--- src/usb_ep_tx_pkg.sv ---
// Package with register map, field layout and encodings of the endpoint transmit control block.
package usb_ep_tx_pkg;
  localparam int addr_w = 8;
  localparam logic [7:0] off_dev_addr = 8'h00;
  localparam logic [7:0] off_ctrl = 8'h04;
  localparam logic [7:0] off_irq_status = 8'h08;
  localparam logic [7:0] off_irq_mask = 8'h0c;
  localparam logic [7:0] off_ep_base = 8'h10;
  localparam int ep_max = 3;
  localparam int status_out_bit = 7;
  localparam int tx_toggle_bit = 6;
  localparam int stat_hi = 5;
  localparam int stat_lo = 4;
  localparam int count_hi = 3;
  localparam int ctrl_force_bit = 0;
  localparam int ctrl_rxtog_bit = 1;
  localparam logic [1:0] ctrl_reset = 2'h0;
  localparam logic [7:0] dev_addr_reset = 8'h00;
  localparam logic [7:0] ep_reset = 8'h00;
  localparam logic [3:0] tbc_max = 4'h8;
  localparam int irq_w = 4;
  localparam int irq_xfer_done = 0;
  localparam int irq_bus_reset = 1;
  localparam int irq_stall = 2;
  localparam int irq_nak = 3;
  typedef enum logic [1:0] {
    stat_disabled = 2'b00,
    stat_stall = 2'b01,
    stat_nak = 2'b10,
    stat_valid = 2'b11
  } tx_stat_t;
  typedef enum logic [1:0] {
    hs_none = 2'b00,
    hs_ack = 2'b01,
    hs_nak = 2'b10,
    hs_stall = 2'b11
  } handshake_t;
endpackage

--- src/usb_ep_tx_ctrl.sv ---
// Device address and per-endpoint transmit control with an APB register port.
`timescale 1ns/1ns
`default_nettype none
// Function
// RULE1 - Address register bit seven reads zero
// RULE2 - Seven-bit address matches bus transactions
// RULE3 - Software loads host-assigned enumeration address
// RULE4 - Address cleared by reset, bus reset, force
// RULE5 - Endpoint registers cleared by bus reset
// RULE6 - Status-out set stalls nonzero OUT data
// RULE7 - Status-out clear accepts any OUT length
// RULE8 - Toggle bit selects DATA0 or DATA1
// RULE9 - SETUP sets transmit toggle to one
// RULE10 - Toggle inverts only after host ACK
// RULE11 - Toggles updated by hardware or software
// RULE12 - Status field: disabled, stall, NAK, valid
// RULE13 - Correct IN/SETUP transfer sets status NAK
// RULE14 - Software writes byte count before sending
// RULE15 - Software never programs count above eight
// RULE16 - Endpoints zero, one; third is optional
// RULE17 - Valid IN sends count bytes, toggle PID
module usb_ep_tx_ctrl
  import usb_ep_tx_pkg::*;
#(
  parameter int num_ep = 3
) (
  // APB slave.
  input wire logic pclk,
  input wire logic presetn,
  input wire logic psel,
  input wire logic penable,
  input wire logic pwrite,
  input wire logic [usb_ep_tx_pkg::addr_w-1:0] paddr,
  input wire logic [31:0] pwdata,
  output logic [31:0] prdata,
  output logic pready,
  output logic pslverr,
  // Decoded token events from the serial engine, one-cycle pulses.
  input wire logic bus_reset,
  input wire logic tok_valid,
  input wire logic [6:0] tok_addr,
  input wire logic [1:0] tok_ep,
  input wire logic tok_in,
  input wire logic tok_out,
  input wire logic tok_setup,
  input wire logic out_nonzero,
  input wire logic host_ack,
  input wire logic xfer_done,
  // Answers to the serial engine.
  output logic [1:0] in_handshake,
  output logic in_send,
  output logic in_data1,
  output logic [3:0] in_count,
  output logic out_stall,
  output logic rx_toggle,
  output logic forced_bus_reset_bit,
  // Interrupt.
  output logic irq
);
  import usb_ep_tx_pkg::*;

  logic [6:0] usb_device_address_q;
  logic [7:0] ep_q [num_ep];
  logic [7:0] ep_d [num_ep];
  logic [1:0] ctrl_q;
  logic [irq_w-1:0] irq_status_q;
  logic [irq_w-1:0] irq_mask_q;
  logic [1:0] in_hs_q;
  logic in_send_q;
  logic in_data1_q;
  logic [3:0] in_count_q;
  logic out_stall_q;
  logic [1:0] last_ep_q;

  wire wr_en = psel && penable && pwrite;
  wire rd_en = psel && penable && !pwrite;
  wire hit_addr = paddr == off_dev_addr;
  wire hit_ctrl = paddr == off_ctrl;
  wire hit_stat = paddr == off_irq_status;
  wire hit_mask = paddr == off_irq_mask;
  // Endpoint registers sit four bytes apart above the base; anything past the last
  // endpoint falls through to the error response.
  wire [7:0] ep_off = paddr - off_ep_base;
  wire hit_ep = paddr >= off_ep_base && ep_off[1:0] == 2'b00 && ep_off[7:2] < num_ep;
  wire [1:0] ep_idx = ep_off[3:2];
  wire mapped = hit_addr || hit_ctrl || hit_stat || hit_mask || hit_ep;
  wire clear_all = bus_reset || ctrl_q[ctrl_force_bit]; // RULE4 RULE5
  // Tokens for other addresses or absent endpoints are ignored outright.
  wire addr_match = tok_valid && tok_addr == usb_device_address_q; // RULE2
  wire tok_ep_ok = {30'h0, tok_ep} < num_ep;
  wire [7:0] tok_reg = tok_ep_ok ? ep_q[tok_ep] : 8'h00;
  wire [1:0] tok_stat = tok_reg[stat_hi:stat_lo];
  wire ev_in = addr_match && tok_in && tok_ep_ok;
  wire ev_out = addr_match && tok_out && tok_ep_ok;
  wire stall_now = (ev_in && tok_stat == stat_stall) ||
                   (ev_out && tok_reg[status_out_bit] && out_nonzero);
  wire nak_now = ev_in && tok_stat == stat_nak;
  // Each event pulse becomes a sticky status bit below.
  wire [irq_w-1:0] irq_events = {nak_now, stall_now, bus_reset, xfer_done};

  assign pready = 1'b1;
  assign pslverr = psel && penable && !mapped;
  assign in_handshake = in_hs_q;
  assign in_send = in_send_q;
  assign in_data1 = in_data1_q;
  assign in_count = in_count_q;
  assign out_stall = out_stall_q;
  assign rx_toggle = ctrl_q[ctrl_rxtog_bit];
  assign forced_bus_reset_bit = ctrl_q[ctrl_force_bit];
  assign irq = |(irq_status_q & irq_mask_q);

  // Reads return zero outside the access phase, so a stale value can never be
  // mistaken for register contents.
  always_comb begin
    prdata = 32'h0;
    if (rd_en && hit_addr) begin
      prdata = {25'h0, usb_device_address_q}; // RULE1
    end else if (rd_en && hit_ctrl) begin
      prdata = {30'h0, ctrl_q};
    end else if (rd_en && hit_stat) begin
      prdata = {28'h0, irq_status_q};
    end else if (rd_en && hit_mask) begin
      prdata = {28'h0, irq_mask_q};
    end else if (rd_en && hit_ep) begin
      prdata = {24'h0, ep_q[ep_idx]};
    end
  end

  // Hardware events take precedence over a software write in the same cycle, so no
  // toggle or NAK update from the link is lost to a concurrent register write.
  always_comb begin
    for (int i = 0; i < num_ep; i++) begin
      ep_d[i] = ep_q[i];
      if (wr_en && hit_ep && ep_idx == 2'(i)) begin
        ep_d[i] = pwdata[7:0]; // RULE11 RULE14
      end
      if (addr_match && tok_ep == 2'(i)) begin
        if (tok_setup) begin
          ep_d[i][tx_toggle_bit] = 1'b1; // RULE9
        end
      end
      if (last_ep_q == 2'(i) && host_ack) begin
        ep_d[i][tx_toggle_bit] = ~ep_q[i][tx_toggle_bit]; // RULE10
      end
      if (last_ep_q == 2'(i) && xfer_done) begin
        ep_d[i][stat_hi:stat_lo] = stat_nak; // RULE13
      end
    end
  end

  // A bus reset or the forced reset bit wipes the whole register, count included, so
  // software must reload the count after every reset.
  for (genvar g = 0; g < num_ep; g++) begin : g_ep
    always_ff @(posedge pclk or negedge presetn) begin
      if (!presetn) begin
        ep_q[g] <= ep_reset;
      end else if (clear_all) begin
        ep_q[g] <= ep_reset; // RULE5 RULE16
      end else begin
        ep_q[g] <= ep_d[g];
      end
    end
  end

  // Bit seven is never stored, so it reads zero whatever software writes.
  always_ff @(posedge pclk or negedge presetn) begin
    if (!presetn) begin
      usb_device_address_q <= dev_addr_reset[6:0];
    end else if (clear_all) begin
      usb_device_address_q <= dev_addr_reset[6:0]; // RULE4
    end else if (wr_en && hit_addr) begin
      usb_device_address_q <= pwdata[6:0]; // RULE2 RULE3
    end
  end

  // The forced reset bit stays set until software clears it, holding the address and
  // the endpoints cleared for as long as it does.
  always_ff @(posedge pclk or negedge presetn) begin
    if (!presetn) begin
      ctrl_q <= ctrl_reset;
    end else if (wr_en && hit_ctrl) begin
      ctrl_q <= pwdata[1:0]; // RULE11
    end else if (bus_reset) begin
      ctrl_q[ctrl_rxtog_bit] <= 1'b0;
    end
  end

  // Write-one-to-clear status; a new event in the same cycle keeps its bit set.
  always_ff @(posedge pclk or negedge presetn) begin
    if (!presetn) begin
      irq_status_q <= '0;
      irq_mask_q <= '0;
    end else begin
      irq_status_q <= (irq_status_q & ~((wr_en && hit_stat) ? pwdata[irq_w-1:0] : '0))
                      | irq_events;
      if (wr_en && hit_mask) begin
        irq_mask_q <= pwdata[irq_w-1:0];
      end
    end
  end

  // Answer to each token, registered one cycle after the token.
  always_ff @(posedge pclk or negedge presetn) begin
    if (!presetn) begin
      in_hs_q <= hs_none;
      in_send_q <= 1'b0;
      in_data1_q <= 1'b0;
      in_count_q <= 4'h0;
      out_stall_q <= 1'b0;
      last_ep_q <= 2'b00;
    end else begin
      in_hs_q <= hs_none;
      in_send_q <= 1'b0;
      out_stall_q <= ev_out && tok_reg[status_out_bit] && out_nonzero; // RULE6 RULE7
      if (addr_match && tok_ep_ok && (tok_in || tok_setup)) begin
        last_ep_q <= tok_ep;
      end
      if (ev_in) begin
        unique case (tok_stat)
          stat_disabled: in_hs_q <= hs_none; // RULE12
          stat_stall: in_hs_q <= hs_stall;
          stat_nak: in_hs_q <= hs_nak;
          stat_valid: begin
            // Toggle and count are latched only here so they hold for the whole packet.
            in_send_q <= 1'b1; // RULE17
            in_data1_q <= tok_reg[tx_toggle_bit]; // RULE8
            in_count_q <= tok_reg[count_hi:0];
          end
        endcase
      end
    end
  end

  // Register port: reads, writes and what they leave alone.
  addr_bit7_zero_a: assert property (@(posedge pclk) disable iff (!presetn) // RULE1
    rd_en && hit_addr |-> prdata[7] == 1'b0) else $error("address bit 7 not zero");

  addr_read_a: assert property (@(posedge pclk) disable iff (!presetn) // RULE2
    rd_en && hit_addr |-> prdata[6:0] == usb_device_address_q)
    else $error("address read mismatch");

  addr_write_a: assert property (@(posedge pclk) disable iff (!presetn) // RULE2 RULE3
    wr_en && hit_addr && !clear_all |=> usb_device_address_q == $past(pwdata[6:0]))
    else $error("address write lost");

  addr_hold_a: assert property (@(posedge pclk) disable iff (!presetn) // RULE2
    !clear_all && !(wr_en && hit_addr) |=> $stable(usb_device_address_q))
    else $error("address changed unasked");

  ctrl_write_a: assert property (@(posedge pclk) disable iff (!presetn) // RULE11
    wr_en && hit_ctrl |=> ctrl_q == $past(pwdata[1:0])) else $error("control write lost");

  ep_write_a: assert property (@(posedge pclk) disable iff (!presetn) // RULE11 RULE14
    wr_en && hit_ep && ep_idx == 2'd1 && !clear_all && !(addr_match && tok_ep == 2'd1)
    && !(last_ep_q == 2'd1 && (host_ack || xfer_done))
    |=> ep_q[1] == $past(pwdata[7:0])) else $error("endpoint write lost");

  // Every reset source clears the address and the endpoints.
  addr_clear_a: assert property (@(posedge pclk) disable iff (!presetn) // RULE4
    clear_all |=> usb_device_address_q == 7'h0) else $error("address not cleared");

  ep_clear_a: assert property (@(posedge pclk) disable iff (!presetn) // RULE5
    bus_reset |=> ep_q[0] == ep_reset) else $error("endpoint not cleared");

  ep_force_clear_a: assert property (@(posedge pclk) disable iff (!presetn) // RULE4 RULE5
    ctrl_q[ctrl_force_bit] |=> ep_q[1] == ep_reset)
    else $error("forced reset missed endpoint");

  ep_top_zero_a: assert property (@(posedge pclk) disable iff (!presetn) // RULE5 RULE16
    bus_reset |=> ep_q[num_ep-1][7:4] == 4'h0)
    else $error("last endpoint not cleared");

  rx_tog_clear_a: assert property (@(posedge pclk) disable iff (!presetn) // RULE11
    bus_reset && !(wr_en && hit_ctrl) |=> !rx_toggle)
    else $error("receive toggle kept");

  // OUT answers.
  out_stall_a: assert property (@(posedge pclk) disable iff (!presetn) // RULE6
    ev_out && out_nonzero && tok_reg[status_out_bit] && !clear_all |=> out_stall)
    else $error("OUT not stalled");

  out_accept_a: assert property (@(posedge pclk) disable iff (!presetn) // RULE7
    ev_out && !tok_reg[status_out_bit] |=> !out_stall) else $error("OUT stalled wrongly");

  out_zero_a: assert property (@(posedge pclk) disable iff (!presetn) // RULE6 RULE7
    ev_out && !out_nonzero |=> !out_stall) else $error("empty OUT stalled");

  out_quiet_a: assert property (@(posedge pclk) disable iff (!presetn) // RULE6
    !ev_out |=> !out_stall) else $error("stall without OUT token");

  foreign_addr_a: assert property (@(posedge pclk) disable iff (!presetn) // RULE2
    tok_valid && tok_addr != usb_device_address_q
    |=> !in_send && !out_stall && in_handshake == hs_none) else $error("foreign token answered");

  // Toggle and status updates on endpoint 0; the SETUP toggle is also checked on endpoint 1.
  setup_tog_a: assert property (@(posedge pclk) disable iff (!presetn) // RULE9
    addr_match && tok_setup && tok_ep == 2'd0 && !clear_all && !(host_ack && last_ep_q == 2'd0)
    |=> ep_q[0][tx_toggle_bit]) else $error("SETUP did not set toggle");

  setup_tog1_a: assert property (@(posedge pclk) disable iff (!presetn) // RULE9
    addr_match && tok_setup && tok_ep == 2'd1 && !clear_all && !(host_ack && last_ep_q == 2'd1)
    |=> ep_q[1][tx_toggle_bit]) else $error("SETUP did not set toggle");

  tog_hold_a: assert property (@(posedge pclk) disable iff (!presetn) // RULE10
    !host_ack && !tok_setup && !clear_all && !(wr_en && hit_ep)
    |=> $stable(ep_q[0][tx_toggle_bit])) else $error("toggle changed without ACK");

  ack_flip_a: assert property (@(posedge pclk) disable iff (!presetn) // RULE10
    host_ack && last_ep_q == 2'd0 && !clear_all
    |=> ep_q[0][tx_toggle_bit] != $past(ep_q[0][tx_toggle_bit])) else $error("ACK kept toggle");

  xfer_nak_a: assert property (@(posedge pclk) disable iff (!presetn) // RULE13
    xfer_done && last_ep_q == 2'd0 && !clear_all |=> ep_q[0][stat_hi:stat_lo] == stat_nak)
    else $error("status not NAK after transfer");

  // IN answers.
  in_pid_a: assert property (@(posedge pclk) disable iff (!presetn) // RULE8 RULE17
    ev_in && tok_stat == stat_valid |=> in_send && in_data1 == $past(tok_reg[tx_toggle_bit])
    && in_count == $past(tok_reg[count_hi:0])) else $error("IN answer wrong");

  in_hold_a: assert property (@(posedge pclk) disable iff (!presetn) // RULE8
    !ev_in |=> $stable(in_data1) && $stable(in_count)) else $error("IN data changed idle");

  in_quiet_a: assert property (@(posedge pclk) disable iff (!presetn) // RULE12 RULE17
    !ev_in |=> !in_send && in_handshake == hs_none) else $error("answer without IN token");

  in_stall_a: assert property (@(posedge pclk) disable iff (!presetn) // RULE12
    ev_in && tok_stat == stat_stall |=> in_handshake == hs_stall) else $error("IN not stalled");

  in_nak_a: assert property (@(posedge pclk) disable iff (!presetn) // RULE12
    ev_in && tok_stat == stat_nak |=> in_handshake == hs_nak) else $error("IN not NAKed");

  in_disabled_a: assert property (@(posedge pclk) disable iff (!presetn) // RULE12
    ev_in && tok_stat == stat_disabled |=> in_handshake == hs_none && !in_send)
    else $error("disabled endpoint answered");

  in_valid_quiet_a: assert property (@(posedge pclk) disable iff (!presetn) // RULE12 RULE17
    ev_in && tok_stat == stat_valid |=> in_handshake == hs_none) else $error("handshake with data");

  stall_flag_a: assert property (@(posedge pclk) disable iff (!presetn) // RULE12
    stall_now |=> irq_status_q[irq_stall]) else $error("stall event not flagged");

  nak_flag_a: assert property (@(posedge pclk) disable iff (!presetn) // RULE12
    nak_now |=> irq_status_q[irq_nak]) else $error("NAK event not flagged");
endmodule
`default_nettype wire

--- config.mk ---
export PLATFORM = sky130hd
export DESIGN_NAME = usb_ep_tx_ctrl
export DESIGN_NICKNAME = d
export VERILOG_FILES = /design/src/usb_ep_tx_pkg.sv /design/src/usb_ep_tx_ctrl.sv
export SDC_FILE = /design/constraint.sdc
export NUM_CORES = 1
export LEC_CHECK = 0
export ABC_CLOCK_PERIOD_IN_PS = 2000
export BUFFER_PORTS_ARGS = -buffer_cell sky130_fd_sc_hd__buf_4
export CAP_MARGIN = 40
export CORE_MARGIN = 2
export CORE_UTILIZATION = 25
export DETAILED_ROUTE_END_ITERATION = 8
export GPL_TIMING_DRIVEN = 0
export HOLD_SLACK_MARGIN = 0.15
export PLACE_DENSITY_LB_ADDON = 0.3
export SLEW_MARGIN = 40
export SYNTH_ARGS = -nofsm -noshare
export SYNTH_HDL_FRONTEND = slang
export SYNTH_SLANG_ARGS = --single-unit
--- constraint.sdc ---
create_clock -name pclk -period 2 [get_ports pclk]
set_input_delay 0 -clock pclk [delete_from_list [all_inputs] [get_ports pclk]]
set_output_delay 0 -clock pclk [all_outputs]
set_load 0.02 [all_outputs]
# Word level (Yosys, flattened, before mapping)
# Index checks and enable logic that the tools add are counted.
dict set report word_totals {
  regBits 52
  output_inout_bits 46
  word_cells 150
}
dict set report classes {
  bitwise_logic 9
  n_reduce_logical 63
  eq_ne 13
  muxes 39
  order_cmp 5
  add_sub_neg 1
}
# operator n
set ops {}
lappend ops {{8-bit 2-to-1 mux} 13}
lappend ops {{32-bit 2-to-1 mux} 3}
lappend ops {{1-bit logical AND} 39}
lappend ops {{8-bit binary-select mux with 2-bit select} 2}
lappend ops {{8-bit by 4-bit equality test with 1-bit output, second input constant} 2}
lappend ops {{7-bit 2-to-1 mux} 2}
lappend ops {{1-bit 2-to-1 mux} 13}
lappend ops {{2-bit equality test, second input constant} 5}
lappend ops {{2-bit nonzero test} 5}
lappend ops {{3-bit nonzero test} 3}
lappend ops {{4-bit bitwise AND} 2}
lappend ops {{2-bit by 1-bit equality test with 1-bit output, second input constant} 4}
lappend ops {{8-bit by 3-bit equality test with 1-bit output, second input constant} 1}
lappend ops {{8-bit by 5-bit >= comparator with 1-bit output, second input constant} 1}
lappend ops {{2-bit logical NOT} 4}
lappend ops {{8-bit logical NOT} 1}
lappend ops {{2-bit 2-to-1 mux} 4}
lappend ops {{8-bit by 5-bit subtractor with 8-bit output, second input constant} 1}
lappend ops {{7-bit equality test} 1}
lappend ops {{1-bit logical OR} 7}
lappend ops {{3-bit >= comparator, second input constant} 2}
lappend ops {{6-bit by 2-bit < comparator with 1-bit output, second input constant} 1}
lappend ops {{2-bit NOT with 3-bit output} 2}
lappend ops {{4-bit 2-to-1 mux} 1}
lappend ops {{8 further kinds} 11}

# Depth between registers and ports, before layout
dict set report logic_depth {
  depth_word 11
  depth_mapped 9
}

# Worst setup path after synthesis
# OpenSTA, ideal clock, no wires.
dict set report synth_path {
  path_kind {reg-to-reg}
  from {register usb_device_address_q[0]}
  to {register in_count_q[0] (netlist: in_count[0])}
  path_stages_with_launch 5
  n_path_buf 0
  t_required_ns 1.875
  setup_time_ns 0.125
  slack_ns 0.197
  t_arrival_ns 1.678
  path_cell_list {dfrtp_1 -> nor2b_1 -> a2111o_1 -> nor4_4 -> mux2_2}
}
dict set report synth_via {
  elab_chain_len 5
}
# element line
set synth_lines {}
lappend synth_lines {{start: declaration} usb_ep_tx_ctrl.sv:62} ;# logic [6:0] usb_device_address_q;
lappend synth_lines {{start signal: assignment} usb_ep_tx_ctrl.sv:168} ;# usb_device_address_q <= dev_addr_reset[6:0];
lappend synth_lines {{start signal: assignment} usb_ep_tx_ctrl.sv:170} ;# usb_device_address_q <= dev_addr_reset[6:0];
lappend synth_lines {{start signal: assignment} usb_ep_tx_ctrl.sv:172} ;# usb_device_address_q <= pwdata[6:0];
lappend synth_lines {{7-bit equality test} usb_ep_tx_ctrl.sv:89} ;# wire addr_match = tok_valid && tok_addr == usb_device_address_q;
lappend synth_lines {{1-bit logical AND} usb_ep_tx_ctrl.sv:89}
lappend synth_lines {{1-bit logical AND (2 in series)} usb_ep_tx_ctrl.sv:93} ;# wire ev_in = addr_match && tok_in && tok_ep_ok;
lappend synth_lines {{2-bit AND reduction (no line)} --}
lappend synth_lines {{end signal: assignment} usb_ep_tx_ctrl.sv:227} ;# in_count_q <= tok_reg[count_hi:0];
lappend synth_lines {{end: declaration} usb_ep_tx_ctrl.sv:71} ;# logic [3:0] in_count_q;
# No other way between the ends.
# A chain may end at the register's enable or synchronous reset.

# Final worst setup path
dict set report layout_path {
  from {input paddr[5] (netlist bit)}
  to {register irq_status_q[1]}
}
dict set report layout_via {
  elab_chain_len 6
}
# element line
set layout_lines {}
lappend layout_lines {{start: declaration} usb_ep_tx_ctrl.sv:33} ;# input wire logic [usb_ep_tx_pkg::addr_w-1:0] paddr,
lappend layout_lines {{8-bit by 4-bit equality test with 1-bit output} usb_ep_tx_ctrl.sv:79} ;# wire hit_stat = paddr == off_irq_status;
lappend layout_lines {{1-bit logical AND} usb_ep_tx_ctrl.sv:194} ;# irq_status_q <= (irq_status_q & ~((wr_en && hit_stat) ? pwdata[irq_w-1:0] : '0))
lappend layout_lines {{4-bit 2-to-1 mux} usb_ep_tx_ctrl.sv:194}
lappend layout_lines {{4-bit NOT} usb_ep_tx_ctrl.sv:194}
lappend layout_lines {{4-bit bitwise AND} usb_ep_tx_ctrl.sv:194}
lappend layout_lines {{4-bit OR} usb_ep_tx_ctrl.sv:195} ;# | irq_events;
lappend layout_lines {{end signal: assignment} usb_ep_tx_ctrl.sv:194}
lappend layout_lines {{end: declaration} usb_ep_tx_ctrl.sv:66} ;# logic [irq_w-1:0] irq_status_q;
# No other way between the ends.

==> run_results.csv <==
group,metric,value,unit
timing,timing_max_transition_violations_final,0,
timing,timing.slew.headroom,53.5,%
logic_synthesis,synth_area,0.00335,mm²
logic_synthesis,synth_seq_cells,52,
worst_setup_path,timing.rr.start,"usb_device_address_q[0]",
floorplan,initial_utilization,25.4,%
layout,multiInputGateArea,0.00189,mm²
floorplan,die_area,0.0143,mm²
cts,root_buffer,"sky130_fd_sc_hd__clkbuf_16",
worst_setup_path,timing_startpoint_of_the_critical_path,"paddr[5]",
timing,slew_at_the_pin_with_the_worst_max_slew_slack,698,ps
logic_synthesis,synth_top_family_by_area,"simple AND/OR/NAND/NOR gates",
global_route,global_route.usage.total,14.6,%
logic_synthesis,synth_compound_gate_area_share,10.2,%
status,status,"complete, no violations",
cts,number_of_sinks_handled_by_clock_tree_synthesis,52,
layout,flow.area_growth_from_synthesis,34.2,%
timing,post_route_minimum_period,1940,ps
placement,dpl.hpwl,7360,µm
floorplan,floorplan.io_pins,108,
placement,gp_routability_congestion,0.821,
logic_synthesis,avgSynthCellArea,10.2,µm²
timing,min_period_over_period,97.0,%
logic_synthesis,synth_area_leaders,"sky130_fd_sc_hd__dfrtp_1, sky130_fd_sc_hd__mux2i_1, sky130_fd_sc_hd__buf_4",
power,cellPowerDensity,523,mW/mm²
detailed_routing,detailedRoute.firstIterationViolations,148,
cts,max-clock-path-buffers,2,
worst_setup_path,critPathSlowestCell,"sky130_fd_sc_hd__nor4b_4",
logic_synthesis,synth_top_area_share,38.8,%
layout,layout.cells.non_filler,617,
timing,grt_setup_unrepaired,"no",
worst_setup_path,start_kind,"input pin",
layout,diodes,0,
layout,n_fill_cell,1366,
logic_synthesis,synthAdderAreaFrac,1.12,%
floorplan,die_x,120,µm
worst_setup_path,cp_cell_sequence,"buf_4 > nor4b_4 > and4b_1 > a21oi_1 > or2_2 > dlygate4sd3_1",
logic_synthesis,synthArstFlopShare,100,%
logic_synthesis,post-synth-top-area-cell,"sky130_fd_sc_hd__dfrtp_1",
detailed_routing,detail_route.drc_violations,0,
worst_setup_path,worstPathMaxFanout,7,
logic_synthesis,synth-edff-count,0,
min_path,worstHoldStart,"tok_valid",
logic_synthesis,synthesis.instances,330,
global_route,grt_first_pass_wirelength,16000,µm
placement,place_inst,586,
detailed_routing,wirelength,10200,µm
run,drv.max_cap_violation_count,0,
detailed_routing,antenna_left,0,
global_route,overflow,0,
global_route,pin_count_of_the_biggest_net_entering_global_routing,53,
logic_synthesis,share_of_cell_area_taken_by_muxes_after_synthesis,19.2,%
floorplan,floorplan.core_area,0.0132,mm²
logic_synthesis,top_ff_cell_synth,"sky130_fd_sc_hd__dfrtp_1",
power,cellLeakagePower,2.23,nW
detailed_routing,routed_wire_length_per_instance,16.6,µm
layout,nNetsFinal,505,
detailed_routing,detailedRoute.firstPassIterationCount,4,
cts,clock_insertion_delay_worst_skew,290,ps
detailed_routing,vias_per_cell,4.61,
placement,buffers_on_ports,57,
global_route,first_global_vias,2834,
power,peakVddDrop,0.000335,V
worst_setup_path,crit_required,2170,ps
worst_setup_path,worstSetupPathType,"in -> reg",
logic_synthesis,synth_simple_gate_area_share,21.4,%
timing,setup_tns,0,ps
cts,clock_buffer_count_from_cts,5,
layout,layout.area.seq,0.00130,mm²
worst_setup_path,max_incr_delay_on_cp,610,ps
min_path,min_path_type,"in -> reg",
logic_synthesis,yosys_warnings,0,
floorplan,die_h,120,µm
cts,h-tree-depth,2,
placement,preCtsSetupSlack,-472,ps
layout,drive_gt1_share,29.7,%
timing,setup_viol,0,
floorplan,core.rowCount,42,
logic_synthesis,synthXorXnorAreaFrac,1.05,%
timing,worst_clock_skew,5.57,ps
timing,timing.final.hold_violations,0,
layout,most_common_cell_after_layout_fill_and_taps_aside,"sky130_fd_sc_hd__buf_4",
global_route,antenna_violations_before_repair,0,
cts,tritoncts_clock_tree,"yes",
logic_synthesis,synth.yosys.seq_area_share,38.8,%
worst_setup_path,cp.arrival,2110,ps
layout,final_cell_mix,"sky130_fd_sc_hd__buf_4, sky130_fd_sc_hd__dfrtp_1, sky130_fd_sc_hd__mux2i_1, sky130_fd_sc_hd__nor2_1, sky130_fd_sc_hd__conb_1",
timing,final_setup_slack_of_the_worst_path,60.2,ps
logic_synthesis,post_synth_num_cell_types,54,
worst_setup_path,setup.worst_path.end_class,"flop",
cts,path_clk_slew,70,ps
timing,max_freq,516,MHz
detailed_routing,routed-via-count,2846,
[cell usage after synthesis (2+ instances only)]
library cell,number
sky130_fd_sc_hd__ha_1,3
sky130_fd_sc_hd__inv_1,5
sky130_fd_sc_hd__and4_1,2
sky130_fd_sc_hd__xnor2_1,4
sky130_fd_sc_hd__buf_1,3
sky130_fd_sc_hd__dfrtp_1,52
sky130_fd_sc_hd__nand2b_1,9
sky130_fd_sc_hd__or2_2,2
sky130_fd_sc_hd__and3_1,3
sky130_fd_sc_hd__nor2b_1,9
sky130_fd_sc_hd__nor3b_1,6
sky130_fd_sc_hd__o21ai_0,11
sky130_fd_sc_hd__nor3_1,3
sky130_fd_sc_hd__a21oi_1,8
sky130_fd_sc_hd__a22oi_1,2
sky130_fd_sc_hd__nand2_1,18
sky130_fd_sc_hd__clkbuf_1,13
sky130_fd_sc_hd__nand4_4,3
sky130_fd_sc_hd__or4_1,2
sky130_fd_sc_hd__conb_1,2
sky130_fd_sc_hd__and3b_1,3
sky130_fd_sc_hd__nand3_1,2
sky130_fd_sc_hd__mux2i_1,45
sky130_fd_sc_hd__a221oi_2,3
sky130_fd_sc_hd__a32o_1,4
sky130_fd_sc_hd__a221oi_1,4
sky130_fd_sc_hd__mux2_2,15
sky130_fd_sc_hd__nand4_1,4
sky130_fd_sc_hd__nand3b_1,2
sky130_fd_sc_hd__a211oi_1,2
sky130_fd_sc_hd__nor4_1,2
sky130_fd_sc_hd__nor2_1,36
sky130_fd_sc_hd__buf_4,25
sky130_fd_sc_hd__o2bb2ai_1,2
sky130_fd_sc_hd__a311oi_1,2
[where the power goes]
group          switching (mW)  internal [mW]  total (mW)
Clock                   0.398          0.500       0.898
Sequential             0.0116           1.06        1.07
Combinational           0.218          0.164       0.382
Total                   0.627           1.72        2.35
[path summary, 6_finish.rpt]
kind	to	slack, ps	cells past startpoint
worst max-delay path	irq_status_q[1]	60	6
worst min-delay path	ep_q[22]	230	4
worst max register to register	last_ep_q[0]	70	4
worst min register to register	ep_q[6]	510	1
max in group asynchronous	irq_status_q[1]	1230	2
min in group asynchronous	in_data1	300	2
[final cells by class]
class / count / share of cell area, %
Clock buffer: 7 / 3.17
Multi-Input combinational cell: 255 / 42.0
Sequential cell: 52 / 28.9
Timing Repair Buffer: 80 / 14.7
Inverter: 5 / 0.417
Clock inverter: 1 / 0.167
Buffer: 41 / 5.68
Tap cell: 176 / 4.90
[critical path, delay by kind of cell]
kind                   cells  cell delay (ps)
and+or+nand+nor            3             1300
buffers and inverters      2              710
AOI/OAI and AO/OA          1              100
[flip-flops by register name, indices dropped and copies added (netlist names)]
signal / flops
ep_q: 24
usb_device_address_q: 7
in_count: 4
irq_mask_q: 4
irq_status_q: 4
ctrl_q: 2
in_handshake: 2
last_ep_q: 2
in_data1: 1
in_send: 1
out_stall: 1
[per-stage QoR]
step / area (µm²) / hold slack [ps] / utilization [%] / power, mW
after floorplan: 3440 / -296 / - / 1.29
after global placement: 4090 / 98.9 / 31.0 / 1.44
after detailed placement: 4090 / 108 / 31.0 / 1.44
after CTS: 4470 / 222 / 33.9 / 2.36
after global routing: 4500 / 252 / 34.1 / 2.46
final: 4500 / 226 / 34.1 / 2.35
[layer usage]
layer | wire length [µm] | share of wire [%] | vias up | track usage, %
li1 | - | - | 1366 | -
met1 | 4520 | 44 | 1372 | 19.3
met2 | 5030 | 49 | 94 | 25.0
met3 | 480 | 4.7 | 14 | 2.23
met4 | 200 | 2.0 | 0 | 4.04
met5 | 0 | 0 | - | 0
[cell families after synthesis]
| family | count (synthesis) |
|---|---|
| buffers and inverters | 46 |
| DFF | 52 |
| other | 2 |
| xor gates and xnor gates | 4 |
| AOI/OAI and AO/OA | 45 |
| muxes | 61 |
| and+or+nand+nor | 117 |
| adders and majority gates | 3 |
[repair_timing]
item | CTS | global route
buffers inserted | 1 | 3
endpoints found under the hold margin | 95 | 0
pin swaps | 1 | 1
hold buffers | 19 | 0
gates cloned | 0 | 0
gates resized for setup | 3 | 9
setup endpoints to repair | 11 | 9
Note: power is estimated with default switching activity, not from simulation.
